--- config.mk ---
export PLATFORM = sky130hd
export DESIGN_NAME = msp_top
export DESIGN_NICKNAME = d
export VERILOG_FILES = /design/src/msp_pkg.sv /design/src/msp_fifo_if.sv /design/src/msp_top.sv /design/src/msp_score_fifo.sv
export VERILOG_INCLUDE_DIRS = /design/src
export SDC_FILE = /design/constraint.sdc
export NUM_CORES = 1
export LEC_CHECK = 0
export ABC_AREA = 0
export BUFFER_PORTS_ARGS = -buffer_cell sky130_fd_sc_hd__buf_2
export CAP_MARGIN = 40
export CORE_UTILIZATION = 45
export CTS_CLUSTER_DIAMETER = 200
export DETAILED_ROUTE_END_ITERATION = 6
export GPL_TIMING_DRIVEN = 1
export SETUP_SLACK_MARGIN = 0.4
export SYNTH_ARGS = -nofsm -noshare
export SYNTH_HDL_FRONTEND = slang
export SYNTH_HIERARCHICAL = 1
export SYNTH_SLANG_ARGS = --single-unit
--- constraint.sdc ---
create_clock -name CLK_I -period 4.77 [get_ports CLK_I]
set_clock_uncertainty 0.15 [all_clocks]
set_input_delay 0 -clock CLK_I [delete_from_list [all_inputs] [get_ports CLK_I]]
set_output_delay 0 -clock CLK_I [all_outputs]
set_load 0.02 [all_outputs]
--- src/msp_map.svh ---
// Register indices, field positions, reset values and timing figures
`ifndef MSP_MAP_SVH
`define MSP_MAP_SVH

// Register indices; the APB byte address is four times the index
`define MSP_IDX_SCORE   8'h00
`define MSP_IDX_CTRL    8'h32
`define MSP_IDX_IRQ     8'h34
`define MSP_IDX_PWR     8'h38
`define MSP_IDX_STAT    8'h3a
`define MSP_IDX_W       8
`define MSP_ADDR_LSB    2

// Field positions
`define MSP_CTRL_RUN    0
`define MSP_CTRL_CLR    1
`define MSP_IRQ_THR_LO  0
`define MSP_IRQ_THR_W   6
`define MSP_IRQ_EN      7
`define MSP_PWR_DSLEEP  0
`define MSP_STAT_CNT_LO 0
`define MSP_STAT_ST_LO  8
`define MSP_STAT_IRQ    16

// Reset values
`define MSP_THR_RST     6'h10

// Score store and serial frame geometry
`define MSP_FIFO_DEPTH  32
`define MSP_WORD_W      16
`define MSP_FRAME_W     24
`define MSP_FRAME_BITS  5'h18
`define MSP_SHORT_BITS  5'h10
`define MSP_BITS_SAT    5'h19

// Timing: clock rate, start latency bound, time each score word is held
`define MSP_CLK_MHZ     50
`define MSP_START_US    20
`define MSP_NOTE_US     10

`endif

--- src/msp_pkg.sv ---
// Shared types of the melody score serial port
package msp_pkg;

    // Playback state, one-hot
    typedef enum logic [3:0] {
        MSP_STOP    = 4'h1,
        MSP_STANDBY = 4'h2,
        MSP_PLAY    = 4'h4,
        MSP_SLEEP   = 4'h8
    } msp_state_t;

    typedef logic [15:0] msp_word_t;

endpackage : msp_pkg

--- src/msp_fifo_if.sv ---
// Connection between the control logic and the score FIFO
`timescale 1ns/10ps

interface msp_fifo_if #(
    parameter int W  = 16,
    parameter int AW = 5
);
    logic          push;
    logic          pop;
    logic          flush;
    logic [W-1:0]  wdata;
    logic [W-1:0]  rdata;
    logic [AW:0]   count;
    logic          full;
    logic          empty;

    modport owner (output push, pop, flush, wdata,
                   input  rdata, count, full, empty);
    modport store (input  push, pop, flush, wdata,
                   output rdata, count, full, empty);
endinterface : msp_fifo_if

--- src/msp_top.sv ---
// Melody score serial port, score FIFO, playback control and APB access
//
// Functional notes
// - Refill enabled and fill at or below threshold drives interrupt low outside digital sleep.
// - Empty FIFO during play keeps acting on the last word taken.
// - Standby with loaded FIFO plus run bit set enters play.
// - Clearing run bit while playing returns to stop.
// - Leaving digital sleep always resumes in stop.
// - Digital sleep freezes internal logic although the clock still runs.
// - Words written with run set and FIFO empty start within 20 us.
// - Stopping playback clears the FIFO word counter.
// - Serial data is sampled on each serial clock rising edge.
// - Index and control may arrive with a pause or unbroken 24 bits.
// - Control word may arrive as two bytes with any gap.
// - Frame strobe rising edge ends a frame; last 24 bits count.
// - A 16-bit frame is a score word for index 00h.
// - The score FIFO holds 32 words.
// - Entering digital sleep discards FIFO contents and clears the run bit, keeps other registers.
// - Refill threshold and refill enable live at index 34h.
//
// The register offsets and the APB slave port were left to the implementer.
`timescale 1ns/10ps
`include "msp_map.svh"

module msp_top #(
    parameter int DEPTH    = `MSP_FIFO_DEPTH,
    parameter int NOTE_CYC = `MSP_NOTE_US * `MSP_CLK_MHZ
) (
    input  wire logic        CLK_I,              // System clock, 50 MHz
    input  wire logic        RSTN_I,             // Async reset, active low
    input  wire logic        PSEL_I,             // APB select
    input  wire logic        PENABLE_I,          // APB access phase
    input  wire logic        PWRITE_I,           // APB direction
    input  wire logic [11:0] PADDR_I,            // APB byte address
    input  wire logic [31:0] PWDATA_I,           // APB write data
    output logic      [31:0] PRDATA_O,           // APB read data
    output logic             PREADY_O,           // APB ready
    output logic             PSLVERR_O,          // APB error, unmapped
    input  wire logic        SER_CLK_I,          // Serial bit clock pin
    input  wire logic        SER_FRAME_I,        // Serial frame strobe pin
    input  wire logic        SERIAL_DATA_IN_I,   // Serial data pin
    output logic             IRQ_N_O,            // Refill request, low
    output logic      [15:0] SCORE_WORD_O,       // Word being played
    output logic             PLAYING_O,          // Play state
    output logic             SLEEPING_O          // Digital sleep state
);
    localparam int AW        = $clog2(DEPTH);
    localparam int START_CYC = `MSP_START_US * `MSP_CLK_MHZ;
    localparam logic [`MSP_IDX_W-1:0] IDX_SCORE = `MSP_IDX_SCORE;

    msp_fifo_if #(.W(`MSP_WORD_W), .AW(AW)) fif ();

    msp_score_fifo #(.DEPTH(DEPTH), .W(`MSP_WORD_W)) u_fifo (
        .clk_i  (CLK_I),
        .rstn_i (RSTN_I),
        .f      (fif)
    );

    // Register index decode, shared by read mux and error answer
    function automatic logic reg_known(input logic [`MSP_IDX_W-1:0] idx);
        return (idx == `MSP_IDX_SCORE) || (idx == `MSP_IDX_CTRL) ||
               (idx == `MSP_IDX_IRQ) || (idx == `MSP_IDX_PWR) ||
               (idx == `MSP_IDX_STAT);
    endfunction : reg_known

    // Pin synchronisers: [0] first stage, [1] second, [2] edge history
    logic [2:0] sclk_s;
    logic [2:0] sync_s;
    logic [1:0] serial_data_in_s;

    always_ff @(posedge CLK_I or negedge RSTN_I) begin
        if (!RSTN_I) begin
            sclk_s <= '0;
            sync_s <= '1;  // Strobe idles high; avoids a false edge
            serial_data_in_s <= '0;
        end else begin
            sclk_s <= {sclk_s[1:0], SER_CLK_I};
            sync_s <= {sync_s[1:0], SER_FRAME_I};
            serial_data_in_s <= {serial_data_in_s[0], SERIAL_DATA_IN_I};
        end
    end

    logic sclk_rise;
    logic sync_rise;
    assign sclk_rise = sclk_s[1] && !sclk_s[2];
    assign sync_rise = sync_s[1] && !sync_s[2];

    // Serial shifter; bits only accumulate, so byte gaps cost nothing
    logic [`MSP_FRAME_W-1:0] shift;
    logic [`MSP_FRAME_W-1:0] next_shift;
    logic [4:0]              bits;
    logic [4:0]              next_bits;

    always_comb begin
        next_shift = shift;
        next_bits  = bits;
        if (sync_rise) begin
            next_bits = '0;
        end else if (sclk_rise) begin
            next_shift = {shift[`MSP_FRAME_W-2:0], serial_data_in_s[1]};
            if (bits != `MSP_BITS_SAT) begin
                next_bits = bits + 5'h1;
            end
        end
    end

    always_ff @(posedge CLK_I or negedge RSTN_I) begin
        if (!RSTN_I) begin
            shift <= '0;
            bits  <= '0;
        end else begin
            shift <= next_shift;
            bits  <= next_bits;
        end
    end

    // Frame decode; a strobe edge wins over a coincident bit edge
    logic ser_full;
    logic ser_short;
    assign ser_full  = sync_rise && (bits >= `MSP_FRAME_BITS);
    assign ser_short = sync_rise && (bits == `MSP_SHORT_BITS);

    // Write sources: 0 is APB, 1 is the serial port and wins on conflict
    logic                  wr_v   [2];
    logic [`MSP_IDX_W-1:0] wr_idx [2];
    logic [15:0]           wr_dat [2];
    logic [`MSP_IDX_W-1:0] apb_idx;
    logic                  apb_ok;
    logic                  apb_wr;

    assign apb_idx   = PADDR_I[`MSP_ADDR_LSB +: `MSP_IDX_W];
    assign apb_ok    = reg_known(apb_idx) && (PADDR_I[1:0] == 2'h0) &&
                       (PADDR_I[11:10] == 2'h0);
    assign apb_wr    = PSEL_I && PENABLE_I && PWRITE_I && PREADY_O &&
                       !PSLVERR_O;
    assign wr_v[0]   = apb_wr;
    assign wr_idx[0] = apb_idx;
    assign wr_dat[0] = PWDATA_I[15:0];
    assign wr_v[1]   = ser_full || ser_short;
    assign wr_idx[1] = ser_full ? shift[`MSP_WORD_W +: `MSP_IDX_W]
                                : IDX_SCORE;
    assign wr_dat[1] = shift[`MSP_WORD_W-1:0];

    // Control registers
    logic                       run;
    logic                       irq_en;
    logic                       dsleep;
    logic [`MSP_IRQ_THR_W-1:0]  thr;
    logic                       next_run;
    logic                       next_irq_en;
    logic                       next_dsleep;
    logic [`MSP_IRQ_THR_W-1:0]  next_thr;
    logic                       clr;
    logic                       push;
    msp_pkg::msp_word_t         push_data;

    // Registers other than power stay frozen while the section sleeps
    always_comb begin
        next_run    = run;
        next_irq_en = irq_en;
        next_dsleep = dsleep;
        next_thr    = thr;
        clr         = 1'h0;
        push        = 1'h0;
        push_data   = '0;
        for (int s = 0; s < 2; s++) begin
            if (wr_v[s]) begin
                case (wr_idx[s])
                    `MSP_IDX_SCORE: if (!dsleep) begin
                        push      = 1'h1;
                        push_data = wr_dat[s];
                    end
                    `MSP_IDX_CTRL: if (!dsleep) begin
                        next_run = wr_dat[s][`MSP_CTRL_RUN];
                        clr      = clr | wr_dat[s][`MSP_CTRL_CLR];
                    end
                    `MSP_IDX_IRQ: if (!dsleep) begin
                        next_thr    = wr_dat[s][`MSP_IRQ_THR_LO +:
                                                `MSP_IRQ_THR_W];
                        next_irq_en = wr_dat[s][`MSP_IRQ_EN];
                    end
                    `MSP_IDX_PWR: begin
                        next_dsleep = wr_dat[s][`MSP_PWR_DSLEEP];
                    end
                    default: begin
                    end
                endcase
            end
        end
        if (clr) begin
            next_run    = 1'h0;
            next_irq_en = 1'h0;
            next_thr    = `MSP_THR_RST;
        end
        if (next_dsleep && !dsleep) begin
            next_run = 1'h0;
        end
    end

    always_ff @(posedge CLK_I or negedge RSTN_I) begin
        if (!RSTN_I) begin
            run    <= 1'h0;
            irq_en <= 1'h0;
            dsleep <= 1'h0;
            thr    <= `MSP_THR_RST;
        end else begin
            run    <= next_run;
            irq_en <= next_irq_en;
            dsleep <= next_dsleep;
            thr    <= next_thr;
        end
    end

    // Playback state machine
    msp_pkg::msp_state_t state;
    msp_pkg::msp_state_t next_state;
    logic                run_rise;
    logic                flush;

    assign run_rise = next_run && !run;

    always_comb begin
        next_state = state;
        flush      = clr;
        unique case (state)
            msp_pkg::MSP_STOP: begin
                if (next_dsleep) begin
                    next_state = msp_pkg::MSP_SLEEP;
                    flush      = 1'h1;
                end else if (run_rise) begin
                    next_state = msp_pkg::MSP_PLAY;
                end else if (fif.full) begin
                    next_state = msp_pkg::MSP_STANDBY;
                end
            end
            msp_pkg::MSP_STANDBY: begin
                if (next_dsleep) begin
                    next_state = msp_pkg::MSP_SLEEP;
                    flush      = 1'h1;
                end else if (run_rise) begin
                    next_state = msp_pkg::MSP_PLAY;
                end
            end
            msp_pkg::MSP_PLAY: begin
                // Sleep from play is a host fault; it still stops cleanly
                if (next_dsleep) begin
                    next_state = msp_pkg::MSP_SLEEP;
                    flush      = 1'h1;
                end else if (!next_run) begin
                    next_state = msp_pkg::MSP_STOP;
                    flush      = 1'h1;
                end
            end
            msp_pkg::MSP_SLEEP: begin
                if (!next_dsleep) begin
                    next_state = msp_pkg::MSP_STOP;
                end
            end
        endcase
        if (clr && (next_state != msp_pkg::MSP_SLEEP)) begin
            next_state = msp_pkg::MSP_STOP;
        end
    end

    // Sequencer: takes one word per note period; holds it when empty.
    // Sleep acts as a clock block: nothing here moves outside play.
    logic [15:0]        timer;
    logic [15:0]        next_timer;
    msp_pkg::msp_word_t word;
    msp_pkg::msp_word_t next_word;
    logic               pop;

    always_comb begin
        next_timer = timer;
        next_word  = word;
        pop        = 1'h0;
        if (state == msp_pkg::MSP_PLAY) begin
            if (timer != 16'h0) begin
                next_timer = timer - 16'h1;
            end else if (!fif.empty) begin
                pop        = 1'h1;
                next_word  = fif.rdata;
                next_timer = 16'(NOTE_CYC - 1);
            end
        end
        if (flush) begin
            next_timer = 16'h0;
        end
    end

    assign fif.push  = push;
    assign fif.wdata = push_data;
    assign fif.pop   = pop;
    assign fif.flush = flush;

    // Status word for the read mux
    logic [31:0] status;
    always_comb begin
        status = '0;
        status[`MSP_STAT_CNT_LO +: AW+1] = fif.count;
        status[`MSP_STAT_ST_LO +: 4]     = state;
        status[`MSP_STAT_IRQ]            = !IRQ_N_O;
    end

    // APB answers with no wait; data is fetched in the setup cycle
    logic [31:0] next_prdata;
    logic        next_slverr;
    logic        next_irq_n;

    always_comb begin
        next_prdata = PRDATA_O;
        next_slverr = PSLVERR_O;
        if (PSEL_I && !PENABLE_I) begin
            next_slverr = !apb_ok;
            next_prdata = '0;
            if (apb_ok && !PWRITE_I) begin
                case (apb_idx)
                    `MSP_IDX_CTRL: next_prdata[`MSP_CTRL_RUN] = run;
                    `MSP_IDX_IRQ: begin
                        next_prdata[`MSP_IRQ_THR_LO +: `MSP_IRQ_THR_W] = thr;
                        next_prdata[`MSP_IRQ_EN] = irq_en;
                    end
                    `MSP_IDX_PWR: next_prdata[`MSP_PWR_DSLEEP] = dsleep;
                    `MSP_IDX_STAT: next_prdata = status;
                    default: next_prdata = '0;
                endcase
            end
        end
        next_irq_n = !(irq_en && (thr >= fif.count) &&
                       (state != msp_pkg::MSP_SLEEP));
    end

    always_ff @(posedge CLK_I or negedge RSTN_I) begin
        if (!RSTN_I) begin
            state        <= msp_pkg::MSP_STOP;
            timer        <= '0;
            word         <= '0;
            PRDATA_O     <= '0;
            PREADY_O     <= 1'h0;
            PSLVERR_O    <= 1'h0;
            IRQ_N_O      <= 1'h1;
            SCORE_WORD_O <= '0;
            PLAYING_O    <= 1'h0;
            SLEEPING_O   <= 1'h0;
        end else begin
            state        <= next_state;
            timer        <= next_timer;
            word         <= next_word;
            PRDATA_O     <= next_prdata;
            PREADY_O     <= 1'h1;
            PSLVERR_O    <= next_slverr;
            IRQ_N_O      <= next_irq_n;
            SCORE_WORD_O <= next_word;
            PLAYING_O    <= (next_state == msp_pkg::MSP_PLAY);
            SLEEPING_O   <= (next_state == msp_pkg::MSP_SLEEP);
        end
    end
endmodule : msp_top

--- src/msp_score_fifo.sv ---
// Score word FIFO with first-word fall-through and flush
`timescale 1ns/10ps
`include "msp_map.svh"

module msp_score_fifo #(
    parameter int DEPTH = `MSP_FIFO_DEPTH,
    parameter int W     = `MSP_WORD_W
) (
    input wire logic   clk_i,   // System clock
    input wire logic   rstn_i,  // Asynchronous reset, active low
    msp_fifo_if.store  f        // Push, pop and status
);
    localparam int AW = $clog2(DEPTH);
    localparam logic [AW:0] FULL_CNT = (AW+1)'(DEPTH);

    logic [W-1:0]  mem [DEPTH];
    logic [AW-1:0] wr_ptr;
    logic [AW-1:0] rd_ptr;
    logic [AW:0]   count;
    logic [AW-1:0] next_wr_ptr;
    logic [AW-1:0] next_rd_ptr;
    logic [AW:0]   next_count;
    logic          do_push;
    logic          do_pop;

    // Overfull pushes are dropped; the host must never send them
    always_comb begin
        do_push     = f.push && (count != FULL_CNT) && !f.flush;
        do_pop      = f.pop && (count != '0) && !f.flush;
        next_wr_ptr = wr_ptr;
        next_rd_ptr = rd_ptr;
        next_count  = count + (AW+1)'(do_push) - (AW+1)'(do_pop);
        if (f.flush) begin
            next_wr_ptr = '0;
            next_rd_ptr = '0;
            next_count  = '0;
        end else begin
            if (do_push) begin
                next_wr_ptr = wr_ptr + 1'h1;
            end
            if (do_pop) begin
                next_rd_ptr = rd_ptr + 1'h1;
            end
        end
    end

    // Pointer and fill registers
    always_ff @(posedge clk_i or negedge rstn_i) begin
        if (!rstn_i) begin
            wr_ptr <= '0;
            rd_ptr <= '0;
            count  <= '0;
        end else begin
            wr_ptr <= next_wr_ptr;
            rd_ptr <= next_rd_ptr;
            count  <= next_count;
        end
    end

    // Storage needs no reset; unread slots are never shown
    always_ff @(posedge clk_i) begin
        if (do_push) begin
            mem[wr_ptr] <= f.wdata;
        end
    end

    assign f.rdata = mem[rd_ptr];
    assign f.count = count;
    assign f.full  = (count == FULL_CNT);
    assign f.empty = (count == '0);
endmodule : msp_score_fifo

* Yosys cells after proc, flatten, opt, wreduce, memory -nomap -nowiden
Memory sizes are Yosys's and may differ from the RTL's. A register that Yosys moved wholly into a read port is not among the register bits.
Index checks and enable logic that the tools add are counted.
** Cells by class
- $add $sub $neg :: 6
- Multiply operators :: 0
- Divide/modulo/power cells :: 0
- $lt $le $gt $ge :: 2
- Equal/unequal tests :: 20
- Shift-type cells :: 0
- Multiplexer cells :: 81
- Bitwise logic cells :: 4
- Reductions and logical operators :: 55
** Operators with widths (number)
- $mux 16 :: 10
- $eq 8x6->1 const B :: 7
- $mux 6 :: 8
- $mux 1 :: 40
- $mux 4 :: 9
- $mux 5 :: 7
- $mux 32 :: 1
- $logic_and 1x1->1 :: 21
- $logic_not 8->1 :: 2
- $pmux 4 s4 :: 1
- $reduce_bool 16->1 :: 1
- $sub 16x1->16 const B :: 1
- $add 5x1->5 const B :: 3
- $logic_not 1->1 :: 12
- $pmux 5 s2 :: 1
- $reduce_bool 2->1 :: 5
- $mux 9 :: 1
- $eq 4x3->1 const B :: 2
- $eq 4x4->1 const B :: 2
- $mux 8 :: 1
- $ne 4x4->1 const B :: 2
- $add 6x1->6 :: 1
- $eq 6x6->1 const B :: 1
- $ge 6x6->1 :: 1
- 19 further kinds :: 28
** Storage, ports and cells
- Bits in registers :: 119
- Latch bits :: 0
- RAM bits :: 512
- Bits in read-only memories :: 0
- Word-level logic and storage cells :: 189
- Memories :: 1
** Memory list
- u_fifo.mem :: words 32, bits a word 16, read ports 1, clocked after Yosys merged registers in 1, write ports 1, line msp_score_fifo.sv:16 : logic [W-1:0] mem [DEPTH];

* Depth between registers and ports, before layout
Gate-level depths: netlist of the first run.
- Depth in word-level cells :: 19
- Depth in mapped cells :: 22
- Gate-level depth less buffers :: 17

* Modules after synthesis
The synthesis of the first run kept the hierarchy.
** Modules (own cells, without submodules)
- msp_score_fifo :: instances 1, cells each 1064, area an instance 20818.7 um^2
- msp_top :: instances 1, cells each 507, area an instance 5183.7 um^2

* Worst setup path before layout of the first run
Ideal clock, no wire load.
- Path type :: register to register
- Start :: register bits[3]
- End :: register u_fifo.count[4] (netlist: u_fifo/f.count[4])
- Setup time :: 0.132 ns
- Arrival time :: 4.047 ns
- Slack :: 0.441 ns
- Cell stages (with the launch flop) :: 22
- Buffers on the path :: 6
- Period minus slack after synthesis :: 4.329 ns
- Path through :: dfrtp_1 -> buf_6 -> and4_4 -> and4_1 -> buf_6 -> or4b_1 -> o211ai_2 -> o21bai_4 -> a221o_1 -> buf_6 -> buf_12 -> clkbuf_1 -> clkbuf_1 -> nor2_1 -> ha_1 -> inv_1 -> ha_1 -> fa_1 -> a21oi_1 -> o21bai_1 -> xnor2_1 -> nor2_1
** On the way
- Word-level cells in the longest chain between the ends :: 16
** RTL lines
- from (decl) :: line msp_top.sv:91 : logic [4:0] bits;
- from (signal assigned) :: line msp_top.sv:113 : bits <= next_bits;
- $ge 5x5->1 (no source line)
- $logic_and 1x1->1 :: line msp_top.sv:120 : assign ser_full = sync_rise && (bits >= `MSP_FRAME_BITS);
- $mux 8 :: line msp_top.sv:140 : assign wr_idx[1] = ser_full ? shift[`MSP_WORD_W +: `MSP_IDX_W]
- $eq 8x6->1 :: line msp_top.sv:168 : case (wr_idx[s])
- $mux 1 :: line msp_top.sv:168
- $mux 1 :: line msp_top.sv:167 : if (wr_v[s]) begin
- $mux 1 / $logic_and 1x1->1 (equally long branches) :: line msp_top.sv:190, msp_top.sv:195
- $mux 1 :: line msp_top.sv:195 : if (next_dsleep && !dsleep) begin
- (+2 left out)
- $pmux 1 s2 (*) :: line msp_top.sv:225 : unique case (state)
- via fif.flush :: line msp_fifo_if.sv:10 : logic flush;
- $logic_not 1->1 :: line msp_score_fifo.sv:28, msp_score_fifo.sv:29
- $logic_and 1x1->1 :: line msp_score_fifo.sv:28 : do_push = f.push && (count != FULL_CNT) && !f.flush;
- $add 6x1->6 :: line msp_score_fifo.sv:32 : next_count = count + (AW+1)'(do_push) - (AW+1)'(do_pop);
- $sub 6x1->6 :: line msp_score_fifo.sv:32
- $mux 6 (*) :: line msp_score_fifo.sv:33 : if (f.flush) begin
- via u_fifo.next_count[4] :: line msp_score_fifo.sv:22 : logic [AW:0] next_count;
- to (signal assigned) :: line msp_score_fifo.sv:56 : count <= next_count;
- to (decl) :: line msp_score_fifo.sv:19 : logic [AW:0] count;
Mark *: on every way through the listed nets, which the timed path passes. The rest lies on a longest branch.
A chain may end at the register's enable or synchronous reset.

* Final worst setup path of the first run
- Start :: register sync_s[1]
- End :: register u_fifo.count[4] (netlist: u_fifo/f.count[4])
** On the way
- Word-level cells in the longest chain between the ends :: 16
** RTL lines
- from (decl) :: line msp_top.sv:68 : logic [2:0] sync_s;
- from (signal assigned) :: line msp_top.sv:78 : sync_s <= {sync_s[1:0], SER_FRAME_I};
- $logic_and 1x1->1 (*) :: line msp_top.sv:86 : assign sync_rise = sync_s[1] && !sync_s[2];
- $logic_and 1x1->1 :: line msp_top.sv:120
- $mux 8 :: line msp_top.sv:140
- $eq 8x6->1 :: line msp_top.sv:168
- $mux 1 :: line msp_top.sv:168
- $mux 1 :: line msp_top.sv:167
- $mux 1 / $logic_and 1x1->1 (equally long branches) :: line msp_top.sv:190, msp_top.sv:195
- $mux 1 :: line msp_top.sv:195
- $mux 1 :: line msp_top.sv:249 : end else if (!next_run) begin
- $mux 1 :: line msp_top.sv:246 : if (next_dsleep) begin
- $pmux 1 s2 :: line msp_top.sv:225
- $logic_not 1->1 :: line msp_score_fifo.sv:28, msp_score_fifo.sv:29
- $logic_and 1x1->1 :: line msp_score_fifo.sv:28
- $add 6x1->6 :: line msp_score_fifo.sv:32
- $sub 6x1->6 :: line msp_score_fifo.sv:32
- $mux 6 (*) :: line msp_score_fifo.sv:33
- via u_fifo.next_count[4] :: line msp_score_fifo.sv:22
Marks and branches as above.

==> results of run 1 <==
power by group:
part | total, mW | switching [mW] | internal, mW
clock | 5.02 | 2.04 | 2.98
combinational | 0.179 | 0.0890 | 0.0895
sequential | 5.96 | 0.0547 | 5.91
flip-flops by register name, summed over array words and instances (netlist names), 2 cells and up:
signal	count
serial_data_in_s	2
bits	5
word	16
timer	16
u_fifo/mem	512
u_fifo/rd_ptr	5
PRDATA_O	12
sclk_s	3
state	4
u_fifo/wr_ptr	5
u_fifo/f.count	6
thr	6
shift	24
sync_s	3
per-stage QoR:
step | cells | util, %
2_1_floorplan | 1590 | -
4_1_cts | 2552 | 52.97
3_3_place_gp | 2385 | 48.17
6_report | 2552 | 53.00
3_5_place_dp | 2391 | 48.42
5_1_grt | 2552 | 53.00
placed cells by master (no fill, tap or decap), types with 15 or more instances in the layout:
cell,count
xnor2_1,15
nand2_1,79
inv_1,37
ha_1,25
clkbuf_16,70
o21ai_1,15
conb_1,21
dfrtp_1,106
buf_4,70
a21oi_1,22
dlygate4sd3_1,42
mux4_2,68
a22o_1,52
o22ai_1,32
mux2_2,55
buf_2,67
nand3_1,16
edfxtp_1,512
nor2_1,81
a211o_1,16
a22oi_1,31
mux2i_1,100
a31oi_1,17
nor3_1,21
worst max-delay path by stage:
stage                         to  slack [ns]  cells after the start
6_report       u_fifo/f.count[4]        0.71                     17
5_1_grt        u_fifo/f.count[4]        0.41                     17
4_1_cts        u_fifo/f.count[4]        0.52                     19
3_5_place_dp   u_fifo/f.count[4]        0.43                     15
3_3_place_gp   u_fifo/f.count[4]        0.49                     17
2_1_floorplan  u_fifo/f.count[4]        0.44                     21
per-layer routing:
layer,wire (um),GRT usage (%)
met3,3630,3.168
met2,29080,33.16
met4,1296,6.422
met1,26830,29.91
met5,0,0
cell type report:
| class | count | area [sq um] |
|---|---|---|
| fillers | 4491 | 26650 |
| flip-flops and latches | 627 | 18270 |
| multi-input cells | 823 | 7043 |
| clock buffers | 86 | 1832 |
| repair buffers | 191 | 1541 |
| well taps | 756 | 945.9 |
| clock inverters | 31 | 286.5 |
| inverters | 38 | 142.6 |
worst max-delay path: stages, from the launching register on:
cell and delay [ns]:
dfstp_2 0.54, nor4bb_1 0.23, and4_1 0.37, or4b_1 0.18, o211ai_2 0.08, o21bai_4 0.20
a221o_1 0.39, inv_1 0.09, and3_1 0.20, inv_1 0.08, ha_1 0.28, inv_1 0.04
ha_1 0.21, fa_1 0.43, a21oi_1 0.16, o21bai_1 0.09, xnor2_1 0.14, nor2_1 0.07
timing repair:
action                                 CTS  global route
endpoints found under the hold margin  118             0
hold buffers                            44             0
setup buffers                            0             0
setup endpoints to repair                1             2
gates resized for setup                  1             6
cell families (layout without fill, tap and decap cells):
kind of cell | count (synthesis) | after routing
AO/OA/AOI/OAI | 233 | 233
XOR/XNOR | 28 | 28
adder cells (fa/ha/maj) | 26 | 26
buffers and inverters | 140 | 346
flip-flops | 627 | 627
multiplexers | 223 | 223
other | 2 | 21
AND/OR/NAND/NOR | 292 | 292
==> impl_metrics.env, run 1 <==
export IMPL_overflow=0
export IMPL_post_route_drc_count=0
export IMPL_synth_most_common_cell="edfxtp_1"
export IMPL_synth_top_family_by_area="multiplexers"
export IMPL_total_power_mw=11.16
export IMPL_worstSkewPairLatency_ns=0.59
export IMPL_cts_buffers=66
export IMPL_synth_edf_count=512
export IMPL_die_area_sq_um=58750
export IMPL_synthArstFlopShare_pct=18.34
export IMPL_r2r_start="sync_s[1]"
export IMPL_ys_seq_area_share_pct=70.22
export IMPL_drt_antenna_violating_nets=0
export IMPL_worstMarginPinSlew_ns=0.9031
export IMPL_totalWireLength_um=60840
export IMPL_synth_cells=1571
export IMPL_routedWlPerCell_um=23.84
export IMPL_synth_area_leaders="edfxtp_1 (59%), dfrtp_1 (10%), mux4_2 (5.9%), mux2i_1 (3.8%), mux2_2 (2.4%)"
export IMPL_dpl_worst_slack_ns=0.4293
export IMPL_n_antenna_cell=0
export IMPL_hold_path_endpoint="u_fifo/mem[10][10]"
export IMPL_io_buffers=68
export IMPL_cts_root_buf="clkbuf_16"
export IMPL_whs_path_depth=3
export IMPL_antenna_found_initial=0
export IMPL_cap_violations=0
export IMPL_final_area_sq_um=30060
export IMPL_leakage_nw=10.48
export IMPL_arrival_ns=4.37
export IMPL_synth_area_leader_cell="edfxtp_1"
export IMPL_via_per_inst=5.695
export IMPL_num_vias=14530
export IMPL_setup_viol=0
export IMPL_max_slew_margin_pct=39.79
export IMPL_num_rows=87
export IMPL_fp_dieW_um=242.4
export IMPL_powerDensity_nw_per_um2=371.4
export IMPL_synth_seq_cells=627
export IMPL_synthXorXnorAreaFrac_pct=0.9431
export IMPL_reg2reg_depth=17
export IMPL_fin_crit_sh_pct=85.13
export IMPL_synth_top_area_share_pct=59.13
export IMPL_core_area_sq_um=56710
export IMPL_cts_sinks=627
export IMPL_synth_simple_area_share_pct=5.721
export IMPL_clock_path_buffers=3
export IMPL_initial_core_util_pct=45.85
export IMPL_hpwl_um=36410
export IMPL_path_clk_slew_ns=0.06
export IMPL_finalHoldViolations=0
export IMPL_required_ns=5.08
export IMPL_hold_start="PWDATA_I[10]"
export IMPL_rsz0062_at_grt="no"
export IMPL_reg2reg_setup_slack_ns=0.71
export IMPL_pin_count=105
export IMPL_area_delta_synth_final_pct=15.60
export IMPL_grt_pass1_wl_um=91920
export IMPL_synth_mux_area_share_pct=12.12
export IMPL_crit_path_max_fanout=7
export IMPL_syn_avg_cell_area_sq_um=16.55
export IMPL_synthAdderAreaFrac_pct=1.280
export IMPL_hold_class="in2reg"
export IMPL_grt_pass1_vias=14440
export IMPL_synthFlopType="edfxtp_1"
export IMPL_firstDrtPassIters=6
export IMPL_status="finished clean"
export IMPL_report_final_slew_viol_count=0
export IMPL_cp_startpoint="sync_s[1]"
export IMPL_cts_tree="done"
export IMPL_track_usage_pct=20.94
export IMPL_synth_common_cells="edfxtp_1 (512), dfrtp_1 (109), mux2i_1 (100), nor2_1 (82), nand2_1 (79)"
export IMPL_synth_area_sq_um=26000
export IMPL_tns_ns=0
export IMPL_layout_setup_ws_ns=0.7094
export IMPL_yosys_warnings=6
export IMPL_die_h_um=242.4
export IMPL_critical_path_class="reg2reg"
export IMPL_period_minus_slack_ns=4.061
export IMPL_drive_above_1_share_pct=22.61
export IMPL_place_congestion=0.8153
export IMPL_setup_worst_path_start_class="flip-flop"
export IMPL_max_freq_mhz=246.3
export IMPL_grt_max_degree=92
export IMPL_end_kind="flip-flop"
export IMPL_hold_slack_ns=0.03222
export IMPL_synth_compound_area_share_pct=6.631
export IMPL_ir_worst_vdd_mv=0.2135
export IMPL_r2r_end="u_fifo/f.count[4]"
export IMPL_dpl_cell_area_sq_um=27460
export IMPL_drtIter0Drc=1307
export IMPL_synth_distinct_cells=74
export IMPL_nets=1825
export IMPL_h_tree_depth=3
Note: power is estimated with default switching activity, not from simulation.
==> run 2: changes to the inputs <==
--- a/config.mk
+++ b/config.mk
@@ -6,13 +6,14 @@
 export SDC_FILE = /design/constraint.sdc
 export NUM_CORES = 1
 export LEC_CHECK = 0
-export ABC_AREA = 0
+export ABC_AREA = 1
 export BUFFER_PORTS_ARGS = -buffer_cell sky130_fd_sc_hd__buf_2
 export CAP_MARGIN = 40
 export CORE_UTILIZATION = 45
 export CTS_CLUSTER_DIAMETER = 200
 export DETAILED_ROUTE_END_ITERATION = 6
 export GPL_TIMING_DRIVEN = 1
+export PLACE_DENSITY = 0.59
 export SETUP_SLACK_MARGIN = 0.4
 export SYNTH_ARGS = -nofsm -noshare
 export SYNTH_HDL_FRONTEND = slang
==> impl_metrics.env, run 2 <==
export IMPL_firstDrtPassIters=5
export IMPL_io_buffers=68
export IMPL_cts_buffers=69
export IMPL_final_cell_mix="nand2_1 (993), edfxtp_1 (512), inv_1 (455)"
export IMPL_initial_core_util_pct=45.60
export IMPL_path_clk_slew_ns=0.06
export IMPL_synthFlopType="edfxtp_1"
export IMPL_grt_pass1_wl_um=115300
export IMPL_place_inst=3907
export IMPL_required_ns=5.12
export IMPL_tns_ns=0
export IMPL_post_route_drc_count=0
export IMPL_postCtsSetupRepairBufs=0
export IMPL_cap_violations=0
export IMPL_end_kind="flip-flop"
export IMPL_drive_above_1_share_pct=9.684
export IMPL_hold_start="PADDR_I[8]"
export IMPL_synth_top_area_share_pct=53.45
export IMPL_via_per_inst=5.059
export IMPL_worstMarginPinSlew_ns=0.9198
export IMPL_cts_root_buf="clkbuf_16"
export IMPL_cp_common_cell="nand2_1"
export IMPL_cellInternalPower_mw=8.872
export IMPL_leakage_nw=14.83
export IMPL_reg2reg_depth=24
export IMPL_status="finished clean"
export IMPL_ir_worst_vdd_mv=0.2709
export IMPL_n_antenna_cell=0
export IMPL_max_freq_mhz=249.0
export IMPL_yosys_warnings=6
export IMPL_ys_seq_area_share_pct=63.49
export IMPL_fp_dieW_um=254.8
export IMPL_hpwl_um=45850
export IMPL_cts_tree="done"
export IMPL_synth_edf_count=512
export IMPL_total_power_mw=11.17
export IMPL_num_vias=20630
export IMPL_nets=3258
export IMPL_drtIter0Drc=1547
export IMPL_p_seq_share_pct=52.8
export IMPL_p_switching_mw=2.295
export IMPL_hold_path_endpoint="thr[0]"
export IMPL_final_util_pct=52.61
export IMPL_area_delta_synth_final_pct=15.39
export IMPL_synth_most_common_cell="nand2_1"
export IMPL_die_area_sq_um=64930
export IMPL_core_area_sq_um=63080
export IMPL_swShare_pct=20.55
export IMPL_routedWlPerCell_um=18.36
export IMPL_cp_num_buf_inv=6
export IMPL_h_tree_depth=3
export IMPL_reg2reg_setup_slack_ns=0.82
export IMPL_top_register="u_fifo/mem"
export IMPL_place_congestion=0.8854
export IMPL_synth_area_sq_um=28760
export IMPL_cpPeakStageDelay_ns=0.57
export IMPL_report_final_slew_viol_count=0
export IMPL_setup_viol=0
export IMPL_hold_class="in2reg"
export IMPL_overflow=0
export IMPL_layout_commonest_cell="nand2_1"
export IMPL_drt_antenna_violating_nets=0
export IMPL_pin_count=105
export IMPL_cts_sinks=627
export IMPL_instances_no_fill=4078
export IMPL_path_delay_family="simple AND/OR/NAND/NOR gates"
export IMPL_rsz0062_at_grt="no"
export IMPL_p_comb_share_pct=1.5
export IMPL_p_clk_share_pct=45.6
export IMPL_finalHoldViolations=0
export IMPL_setup_worst_path_start_class="input port"
export IMPL_synth_area_leader_cell="edfxtp_1"
export IMPL_slowest_stage="dlygate4sd3_1"
export IMPL_synthArstFlopShare_pct=18.34
export IMPL_synth_area_leaders="edfxtp_1 (53%), nand2_1 (13%), dfrtp_1 (9.5%), inv_1 (5.9%), nand3_1 (4.7%)"
export IMPL_arrival_ns=4.36
export IMPL_powerDensity_nw_per_um2=336.5
export IMPL_antenna_found_initial=0
export IMPL_fin_crit_sh_pct=84.18
export IMPL_syn_avg_cell_area_sq_um=9.493
export IMPL_synth_seq_cells=627
export IMPL_max_slew_margin_pct=38.68
export IMPL_synth_cells=3030
export IMPL_grt_max_degree=147
export IMPL_num_rows=92
export IMPL_reg_largest_list="u_fifo/mem x512, shift x24"
export IMPL_whs_path_depth=8
export IMPL_r2r_end="u_fifo/f.count[4]"
export IMPL_worstSkewPairLatency_ns=0.61
export IMPL_crit_path_max_fanout=17
export IMPL_synth_distinct_cells=48
export IMPL_die_h_um=254.8
export IMPL_totalWireLength_um=74890
export IMPL_grt_pass1_vias=19940
export IMPL_r2r_start="sync_s[1]"
export IMPL_clock_path_buffers=3
export IMPL_largest_reg_flops=512
export IMPL_critical_path_class="in2reg"
export IMPL_track_usage_pct=23.54
export IMPL_synth_common_cells="nand2_1 (994), edfxtp_1 (512), inv_1 (455), nand3_1 (272), nor2_1 (256)"
export IMPL_period_minus_slack_ns=4.015
run 2: changes by cell type in the layout (fill, tap and decap cells not counted), sizes merged, moves of 25 or more:
cell	change
a21oi	+39
a22o	-51
a22oi	-26
inv	+427
mux2	-55
mux2i	-100
mux4	-68
nand2	+922
nand3	+257
nor2	+187
o21ai	+52
o22ai	-25
run 2: worst max path at each step:
stage / from / to / slack (ns) / cells after the start
2_1_floorplan: sync_s[1] / u_fifo/f.count[4] / 0.86 / 26
4_1_cts: sync_s[1] / u_fifo/f.count[4] / 0.48 / 26
3_5_place_dp: sync_s[1] / u_fifo/f.count[4] / 0.49 / 26
5_1_grt: PADDR_I[3] / u_fifo/f.count[4] / 0.46 / 28
6_report: PADDR_I[3] / u_fifo/f.count[4] / 0.75 / 28
3_3_place_gp: sync_s[1] / u_fifo/f.count[4] / 0.55 / 26
run 2: worst register-to-register path: cells and delay by family (launching register included):
kind                     cells  cell delay (ns)
buffers and inverters        3             0.24
XOR/XNOR                     1             0.16
AO/OA/AOI/OAI                1             0.14
AND/OR/NAND/NOR             16             1.67
flip-flops                   1             0.56
adder cells (fa/ha/maj)      3             0.95
run 2: cell type report:
cell class / instances / area (sq um)
fillers: 5711 / 29890
flip-flops and latches: 627 / 18270
multi-input cells: 1820 / 8145
repair buffers: 199 / 1818
clock buffers: 83 / 1853
well taps: 846 / 1059
inverters: 463 / 1758
clock inverters: 40 / 287.8
run 2: power by group through the flow:
| stage | Clock [mW] | Sequential [mW] | Combinational [mW] |
|---|---|---|---|
| after floorplan | 0 | 6.01 | 0.0822 |
| final | 5.10 | 5.90 | 0.171 |
| after detailed placement | 0 | 6.01 | 0.146 |
| after global placement | 0 | 6.01 | 0.138 |
| after CTS | 5.19 | 5.90 | 0.172 |
| after global routing | 5.40 | 5.90 | 0.194 |
run 2: kinds of logic (layout without fill, tap and decap cells):
kind of cell / count (synthesis) / count (layout) / share of synthesized area [%]
buffers and inverters: 603 / 785 / 9.170
other: 2 / 21 / 0.02611
flip-flops: 627 / 627 / 63.49
XOR/XNOR: 12 / 12 / 0.3654
adder cells (fa/ha/maj): 26 / 26 / 1.157
AO/OA/AOI/OAI: 167 / 167 / 3.150
AND/OR/NAND/NOR: 1593 / 1594 / 22.65
run 2: per-stage QoR:
step	setup slack (ns)	hold slack, ns	instance area, sq um
floorplan	0.8620	-0.4456	28830
global placement	0.5457	-0.04093	30090
detailed placement	0.4911	-0.04231	30530
CTS	0.4794	0.01075	33150
global route	0.4552	0.1104	33190
finish	0.7547	0.05823	33190
run 2: what timing repair did:
action,CTS,global route
endpoints found under the hold margin,307,0
resized for setup,0,8
hold buffers,46,0
endpoints found under the setup margin,0,3
run 2: routing by layer:
layer / wire length (um) / vias to the layer above / track usage, %
met5: 0 / - / 0
met4: 2297 / 0 / 8.760
met3: 4275 / 122 / 2.837
met2: 36100 / 629 / 39.00
met1: 32210 / 9930 / 31.83
li1: - / 9951 / -
